$ cat src/rtl/muldiv_pkg.sv
// Purpose: shared constants and types of the multiplier/divider control block
// Assumes: 32-bit Avalon-MM register bus, byte addresses, one word per register
// Notes:   16-bit data sits in the low bits of each word; upper bits read zero
package muldiv_pkg;

    // ------------------------------------------------------------------
    // register map (byte offsets)
    // ------------------------------------------------------------------
    localparam logic [4:0] CTRL_OFS     = 5'h00;
    localparam logic [4:0] OPA_LO_OFS   = 5'h04;
    localparam logic [4:0] OPA_HI_OFS   = 5'h08;
    localparam logic [4:0] OPB_OFS      = 5'h0c;
    localparam logic [4:0] REM_OFS      = 5'h10;
    localparam logic [4:0] IRQ_STAT_OFS = 5'h14;
    localparam logic [4:0] IRQ_CLR_OFS  = 5'h18;
    localparam logic [4:0] IRQ_EN_OFS   = 5'h1c;

    // ------------------------------------------------------------------
    // fields and reset values
    // ------------------------------------------------------------------
    localparam int          ACTIVE_BIT    = 7;
    localparam int          MODE_BIT      = 0;
    localparam int          DONE_BIT      = 0;
    localparam logic [15:0] DATA_RST      = 16'h0000;
    localparam logic [31:0] RDATA_RST     = 32'h0000_0000;

    // ------------------------------------------------------------------
    // timing: iteration counts per operation
    // ------------------------------------------------------------------
    localparam logic [5:0]  MUL_STEPS     = 6'h10;
    localparam logic [5:0]  DIV_STEPS     = 6'h20;

    typedef enum logic {
        MODE_DIV,
        MODE_MUL
    } op_mode_t;

    typedef struct packed {
        logic        read;
        logic        write;
        logic [4:0]  address;
        logic [31:0] writedata;
    } av_req_t;

endpackage : muldiv_pkg

$ cat src/rtl/muldiv_ctrl.sv
// Purpose: multiplier/divider with operand, result and remainder control
// Assumes: single 20 MHz clock, synchronous active-high reset, Avalon-MM slave
// Notes:   16x16 multiply in 16 steps, 32/16 divide in 32 steps
//
// How it works
// [RULE_01] Software keeps the two-wire serial unit idle while this unit is used, since they share request flags.
// [RULE_02] A remainder read while the operation runs returns whatever the register holds at that moment.
// [RULE_03] Starting an operation clears the remainder register.
// [RULE_04] Starting in multiply mode clears the upper half of operand/result A.
// [RULE_05] A write to operand A during a run is taken but the run continues with an undefined result.
// [RULE_06] An operand A read during a run returns the live, intermediate contents.
// [RULE_07] A write to operand B during a run is taken but the run continues with an undefined result.
// [RULE_08] Division by zero is not trapped and leaves undefined quotient and remainder.
// [RULE_09] Clearing the active bit aborts the run unless it finishes in that cycle, which then completes.
// [RULE_10] Completion clears the active bit and sets the completion flag.
`timescale 1ns/1ps

module muldiv_ctrl
    import muldiv_pkg::*;
(
    input  wire logic        sys_clk_i,
    input  wire logic        srst_i,
    input  wire logic [4:0]  address_i,
    input  wire logic        read_i,
    input  wire logic        write_i,
    input  wire logic [31:0] writedata_i,
    output logic [31:0]      readdata_o,
    output logic             waitrequest_o,
    output logic             irq_o
);

    // ------------------------------------------------------------------
    // bus decode
    // ------------------------------------------------------------------
    av_req_t     req;
    wire         req_any;
    wire         wr_acc;
    wire         rd_cap;
    wire         ctrl_wr;
    wire         opa_lo_wr;
    wire         opa_hi_wr;
    wire         opb_wr;
    wire         clr_wr;
    wire         en_wr;

    assign req       = '{read: read_i, write: write_i, address: address_i, writedata: writedata_i};
    assign req_any   = req.read | req.write;
    // writes land on the edge that also sees waitrequest low
    assign wr_acc    = req.write & ~waitrequest_o;
    assign rd_cap    = req.read & waitrequest_o;
    assign ctrl_wr   = wr_acc && (req.address == CTRL_OFS);
    assign opa_lo_wr = wr_acc && (req.address == OPA_LO_OFS);
    assign opa_hi_wr = wr_acc && (req.address == OPA_HI_OFS);
    assign opb_wr    = wr_acc && (req.address == OPB_OFS);
    assign clr_wr    = wr_acc && (req.address == IRQ_CLR_OFS);
    assign en_wr     = wr_acc && (req.address == IRQ_EN_OFS);

    // ------------------------------------------------------------------
    // state
    // ------------------------------------------------------------------
    logic        active;
    op_mode_t    mode;
    logic [5:0]  step_cnt;
    logic [31:0] opa;
    logic [15:0] opb;
    logic [15:0] rem;
    logic        irq_stat;
    logic        irq_en;

    // ------------------------------------------------------------------
    // datapath
    // ------------------------------------------------------------------
    wire [16:0]  mul_sum;
    wire [31:0]  next_a_mul;
    wire [16:0]  div_shift;
    wire         div_ge;
    wire [16:0]  div_diff;
    wire [15:0]  next_rem_div;
    wire [31:0]  next_a_div;
    wire [5:0]   step_limit;
    wire         last_step;
    wire         done;
    wire         start;
    wire         abort;

    // shift-add: upper half accumulates, lower half shifts out the multiplier
    assign mul_sum      = opa[0] ? ({1'b0, opa[31:16]} + {1'b0, opb}) : {1'b0, opa[31:16]};
    assign next_a_mul   = {mul_sum, opa[15:1]};
    // restoring divide; a zero divisor just yields all-ones quotient, no trap
    assign div_shift    = {rem, opa[31]};
    assign div_ge       = div_shift >= {1'b0, opb};       // [RULE_08]
    assign div_diff     = div_shift - {1'b0, opb};
    assign next_rem_div = div_ge ? div_diff[15:0] : div_shift[15:0];
    assign next_a_div   = {opa[30:0], div_ge};

    assign step_limit   = (mode == MODE_MUL) ? MUL_STEPS : DIV_STEPS;
    assign last_step    = active && (step_cnt == step_limit - 6'h01);
    assign done         = last_step;                      // [RULE_09]
    assign start        = ctrl_wr && req.writedata[ACTIVE_BIT] && !active;
    // a clear landing on the final step is outrun by completion
    assign abort        = ctrl_wr && !req.writedata[ACTIVE_BIT] && active && !last_step; // [RULE_09]

    // ------------------------------------------------------------------
    // read mux: live values, no hold-off while running
    // ------------------------------------------------------------------
    wire [31:0]  rd_mux;
    wire [15:0]  ctrl_view;

    assign ctrl_view = {8'h00, active, 6'h00, mode == MODE_MUL};
    assign rd_mux    = (req.address == CTRL_OFS)     ? {16'h0000, ctrl_view} :
                       (req.address == OPA_LO_OFS)   ? {16'h0000, opa[15:0]} :   // [RULE_06]
                       (req.address == OPA_HI_OFS)   ? {16'h0000, opa[31:16]} :  // [RULE_06]
                       (req.address == OPB_OFS)      ? {16'h0000, opb} :
                       (req.address == REM_OFS)      ? {16'h0000, rem} :         // [RULE_02]
                       (req.address == IRQ_STAT_OFS) ? {31'h0, irq_stat} :
                       (req.address == IRQ_EN_OFS)   ? {31'h0, irq_en} :
                       RDATA_RST;

    // ------------------------------------------------------------------
    // bus handshake: one wait state on every access
    // ------------------------------------------------------------------
    always_ff @(posedge sys_clk_i) begin
        if (srst_i) begin
            waitrequest_o <= 1'b1;
            readdata_o    <= RDATA_RST;
        end else begin
            waitrequest_o <= !(req_any && waitrequest_o);
            if (rd_cap) begin
                readdata_o <= rd_mux;
            end
        end
    end

    // ------------------------------------------------------------------
    // sequencer
    // ------------------------------------------------------------------
    always_ff @(posedge sys_clk_i) begin
        if (srst_i) begin
            active   <= 1'b0;
            mode     <= MODE_DIV;
            step_cnt <= 6'h00;
        end else if (start) begin
            active   <= 1'b1;
            mode     <= req.writedata[MODE_BIT] ? MODE_MUL : MODE_DIV;
            step_cnt <= 6'h00;
        end else if (done || abort) begin
            active   <= 1'b0;                             // [RULE_10]
        end else if (active) begin
            step_cnt <= step_cnt + 6'h01;
        end
    end

    // ------------------------------------------------------------------
    // operand, result and remainder registers
    // ------------------------------------------------------------------
    always_ff @(posedge sys_clk_i) begin
        if (srst_i) begin
            opa <= {DATA_RST, DATA_RST};
            opb <= DATA_RST;
            rem <= DATA_RST;
        end else begin
            if (active && !abort) begin
                opa <= (mode == MODE_MUL) ? next_a_mul : next_a_div;
                if (mode == MODE_DIV) begin
                    rem <= next_rem_div;
                end
            end
            if (start) begin
                rem <= DATA_RST;                          // [RULE_03]
                if (req.writedata[MODE_BIT]) begin
                    opa[31:16] <= DATA_RST;               // [RULE_04]
                end
            end
            // software writes win over the step; the run carries on regardless
            if (opa_lo_wr) begin
                opa[15:0] <= req.writedata[15:0];         // [RULE_05]
            end
            if (opa_hi_wr) begin
                opa[31:16] <= req.writedata[15:0];        // [RULE_05]
            end
            if (opb_wr) begin
                opb <= req.writedata[15:0];               // [RULE_07]
            end
        end
    end

    // ------------------------------------------------------------------
    // interrupt: sticky status, write-one-to-clear, enable, level output
    // ------------------------------------------------------------------
    always_ff @(posedge sys_clk_i) begin
        if (srst_i) begin
            irq_stat <= 1'b0;
            irq_en   <= 1'b0;
            irq_o    <= 1'b0;
        end else begin
            // set beats a clear landing in the same cycle
            if (done) begin
                irq_stat <= 1'b1;                         // [RULE_10]
            end else if (clr_wr && req.writedata[DONE_BIT]) begin
                irq_stat <= 1'b0;
            end
            if (en_wr) begin
                irq_en <= req.writedata[DONE_BIT];
            end
            irq_o <= irq_stat & irq_en;
        end
    end

    // ------------------------------------------------------------------
    // assertions
    // ------------------------------------------------------------------
    logic ctrl_touched;

    // marks a cut run; kept until a completion, as a cut divide may restart before its own deadline
    always_ff @(posedge sys_clk_i) begin
        if (srst_i || done) begin
            ctrl_touched <= 1'b0;
        end else if (abort) begin
            ctrl_touched <= 1'b1;
        end
    end

    // ------------------------------------------------------------------
    // interrupt checks
    // ------------------------------------------------------------------
    wire         flag_clr;

    assign flag_clr = clr_wr && req.writedata[DONE_BIT];
endmodule : muldiv_ctrl

$ cat config.mk
export PLATFORM = sky130hd
export DESIGN_NAME = muldiv_ctrl
export DESIGN_NICKNAME = d
export VERILOG_FILES = /design/src/rtl/muldiv_pkg.sv /design/src/rtl/muldiv_ctrl.sv
export SDC_FILE = /design/constraint.sdc
export NUM_CORES = 1
export LEC_CHECK = 0
export ABC_CLOCK_PERIOD_IN_PS = 2400
export BUFFER_PORTS_ARGS = -buffer_cell sky130_fd_sc_hd__buf_2
export CORE_AREA = 5 5 115 117
export CTS_BUF_LIST = sky130_fd_sc_hd__clkbuf_4 sky130_fd_sc_hd__clkbuf_8 sky130_fd_sc_hd__clkbuf_16
export CTS_CLUSTER_DIAMETER = 150
export CTS_CLUSTER_SIZE = 14
export DETAILED_ROUTE_END_ITERATION = 7
export DIE_AREA = 0 0 120 122
export PLACE_DENSITY = 0.76
export RECOVER_POWER = 100
export SLEW_MARGIN = 20
export SYNTH_ARGS = -nofsm -noshare
export SYNTH_HDL_FRONTEND = slang
export SYNTH_SLANG_ARGS = --single-unit
$ cat constraint.sdc
create_clock -name sys_clk_i -period 2.4 [get_ports sys_clk_i]
set_input_delay 0.48 -clock sys_clk_i [delete_from_list [all_inputs] [get_ports sys_clk_i]]
set_output_delay 0.48 -clock sys_clk_i [all_outputs]
set_load 0.1 [all_outputs]
==> results.md <==
- Actual slew at the worst max-slew pin: 1170 ps
- Initial Util: 51.7%
- Fin crit period: 2430 ps
- Number of library cell types mapped by synthesis: between 80 and 90
- Critical Path Fanout Max: 4
- Most used cell, CP: buf_4
- CTS clk-pin slew, worst paths: ~70 ps
- CTS tree: done
- Final Hold Fails: 0
- Iter 0 DRT Violations: 842
- Sequential fraction of the synthesis area: between 20% and 30%
- DRC errors left: 0
- Mapped Area: ~6300 µm²
- Clk root buf: clkbuf_16
- Worst reg2reg path startpoint: opb[0]$_SDFFE_PP0P_
- Critical path class: reg2reg
- Hold buffers post-CTS: 0
- Top cells by area, synth: dfxtp_1, a21oi_1, ha_1, nor2_1, mux2i_1
- Slew margin rel.: between 20% and 30%
- Worst setup margin: -29.7 ps
- Worst path required time: ~2700 ps
- Status: complete, but fails checks
- Vias in the first global route: ~6000
- Worst Hold Depth: 2
- Clock sinks: between 90 and 100
- Arrival @ worst endpoint: between 2000 and 3000 ps
- Crit path from: opb[0]$_SDFFE_PP0P_
- DR vias: 6570
- Gate Count Post-Synth: ~810
- HPWL after DPL: about 14000 µm
- Critical path launch point type: flip-flop
- Critical Path, Cell by Cell: buf_4 -> ha_1 -> or2b_1 -> a21oi_4 -> o31ai_4 -> a211oi_4 -> nor2_2 -> buf_4 -> a2111o_1 -> o21ai_0
- P_leak: between 0.002 and 0.003 µW
- Nets@finish: just under 1000
- Prevailing post-synth register cell: dfxtp_1
- Overall Power: 3380 µW
- Die height: around 120 µm
- Vias per std cell: slightly above 6
- # port buffers: 42
- Yosys warns: 0
- Fillers: approximately 1100
- Critical Path Max Stage Delay: ~390 ps
- First-pass DRT Iterations: 7
- Fin crit share: 101%
- Asr flop ratio synth: 0%
- Clock Latency Late Sink: between 300 and 400 ps
- Hold Crit Class: in2reg
- RSZ-0062 raised after global routing: yes
- Post-synth top area share: between 20 and 30%
- Seq cells post-synth: 92
- Share of cells above drive strength 1: 20.5%
- Maximum VDD drop: slightly below 0.0005 V
- Grt total ovfl: 0
- CTS Buffer Depth: 2
- Failing checks: negative setup slack
- Core area: 12300 µm²
- I/O Pins: between 70 and 80
- Reg2Reg Depth: 10
- Rows: 41
- First-pass GRT wire length: ~30000 µm
- CP max-delay cell: a2111o_1
- Final wirelength: between 15000 and 20000 µm
- Final Slew Violations: 0
- Initial antenna violation count: 0
- GPL Wtd Cong: between 0.9 and 1
- R2R Setup Slk: -30 ps
- EDFF count, synth: 0
- Largest net degree at the start of global routing: 37
- Final core utilization: ~63%
- Synth area leader: dfxtp_1
- Hold slack: between 300 and 400 ps
- Layout Skew: 6.34 ps
- PwrDens: 438 nW/µm²
- Worst R2R End: opa[0]$_SDFFE_PP0P_
- Fmax: approximately 0.41 GHz
- Final setup vio count: 2
- Ant diodes: 0
- TritonCTS buffer count: 9
- Max-cap violation count: 0
- DIE AREA: ~15000 µm²
- Post-Syn Area per Cell: around 8 µm²
- CTS HTree Levels: 3
- Routed wire per std cell: about 18 µm
- All-Layer GR Usage: 25.7%
- Top cells by instance count after synthesis: a21oi_1, dfxtp_1, nor2_1
- Kind of end point of the critical path: flip-flop
- Die width: around 120 µm
- Final ANT Viol Nets: 0
- P&R area growth vs syn: 21.6%
- Most frequent cell after synthesis: a21oi_1
- Critical Path End: opa[0]$_SDFFE_PP0P_
- Setup_tns: -50.1 ps
-- final cells by class --
| type | count | area [µm²] | area share (%) |
|---|---|---|---|
| Clock buffer | 12 | 260 | 3.38 |
| Clock inverter | 4 | 47.5 | 0.617 |
| Inverter | 28 | 105 | 1.36 |
| Multi-Input combinational cell | 638 | 4280 | 55.6 |
| Sequential cell | 92 | 1860 | 24.1 |
| Tap cell | 150 | 188 | 2.44 |
| Timing Repair Buffer | 138 | 962 | 12.5 |
-- cells in the final DEF (no fill, tap or decap), drive strengths merged, types with 3 or more instances in the layout --
cell and n:
a21oi 113, buf 109, dfxtp 92, nor2 91, nand2 75, o21ai 41
clkbuf 41, ha 33, mux2i 32, a211oi 29, inv 27, conb 16
nand3 16, a222oi 15, nor3 12, xnor2 11, a21o 10, o31ai 10
nand4 9, xor2 9, a31oi 8, and3 7, a22oi 7, nor2b 7
and2 7, o21a 6, o21bai 5, or3 5, o211ai 5, nor3b 4
o221ai 4, or2 4, o31a 3, nand2b 3, mux2 3, a2111oi 3
clkinv 3
-- kinds of logic after synthesis --
family | Yosys count | share of synthesized area [%]
other cells | 1 | 0.0592
fa+ha+maj | 35 | 7.15
xor+xnor | 20 | 2.76
buf+inv | 94 | 7.43
flops | 92 | 29.1
simple gates | 251 | 18.5
compound gates | 281 | 29.4
mux | 35 | 5.59
-- power breakdown --
group | internal, µW | total, µW | leakage [µW] | switching, µW
clock | 873 | 1500 | 0.000152 | 624
combinational | 81.8 | 343 | 0.00208 | 262
sequential | 1530 | 1540 | 0.000747 | 7.17
total | 2480 | 3380 | 0.00298 | 893
-- sequential cells by signal (all words and copies together) (netlist names) --
register and flops:
mode 1, waitrequest_o 1, step_cnt 6, rem 16
irq_stat 1, readdata_o 16, irq_en 1, opa 32
active 1, opb 16, irq_o 1
-- layer usage --
| layer | GRT usage (%) | part of all wire [%] | vias up |
|---|---|---|---|
| met2 | 43.5 | 48 | 310 |
| met3 | 5.20 | 7.4 | 48 |
| met5 | 0 | 0 | - |
| li1 | - | - | 3137 |
| met4 | 8.16 | 3.0 | 0 |
| met1 | 33.1 | 42 | 3075 |
-- worst min-delay path by stage --
stage,start,to,slack [ps]
global route,read_i,waitrequest_o$_SDFF_PP1_,340
detailed placement,waitrequest_o$_SDFF_PP1_,waitrequest_o$_SDFF_PP1_,450
CTS,read_i,waitrequest_o$_SDFF_PP1_,340
finish,read_i,waitrequest_o$_SDFF_PP1_,340
global placement,waitrequest_o$_SDFF_PP1_,waitrequest_o$_SDFF_PP1_,440
floorplan,rem[15]$_SDFFE_PP0P_,rem[15]$_SDFFE_PP0P_,460
-- worst max-delay path: cells and delay by family, from the launching register on --
kind,cells,cell delay (ps)
fa+ha+maj,1,200
compound gates,5,1120
buf+inv,2,300
simple gates,2,400
flops,1,330
-- per-stage QoR --
stage | setup WS (ps) | instances | cell area [µm²]
2_1_floorplan | 30.0 | 824 | 6390
3_3_place_gp | -45.6 | 1039 | 7150
3_5_place_dp | -73.7 | 1039 | 7150
4_1_cts | 0.140 | 1058 | 7490
5_1_grt | -109 | 1062 | 7700
6_report | -29.7 | 1062 | 7700
-- what timing repair did --
action / 4_1_cts / 5_1_grt
pin swaps: 4 / 17
endpoints found under the setup margin: 17 / 24
cloned: 0 / 1
gates resized for setup: 2 / 51
buffers inserted: 3 / 3
Note: power is estimated with default switching activity, not from simulation.
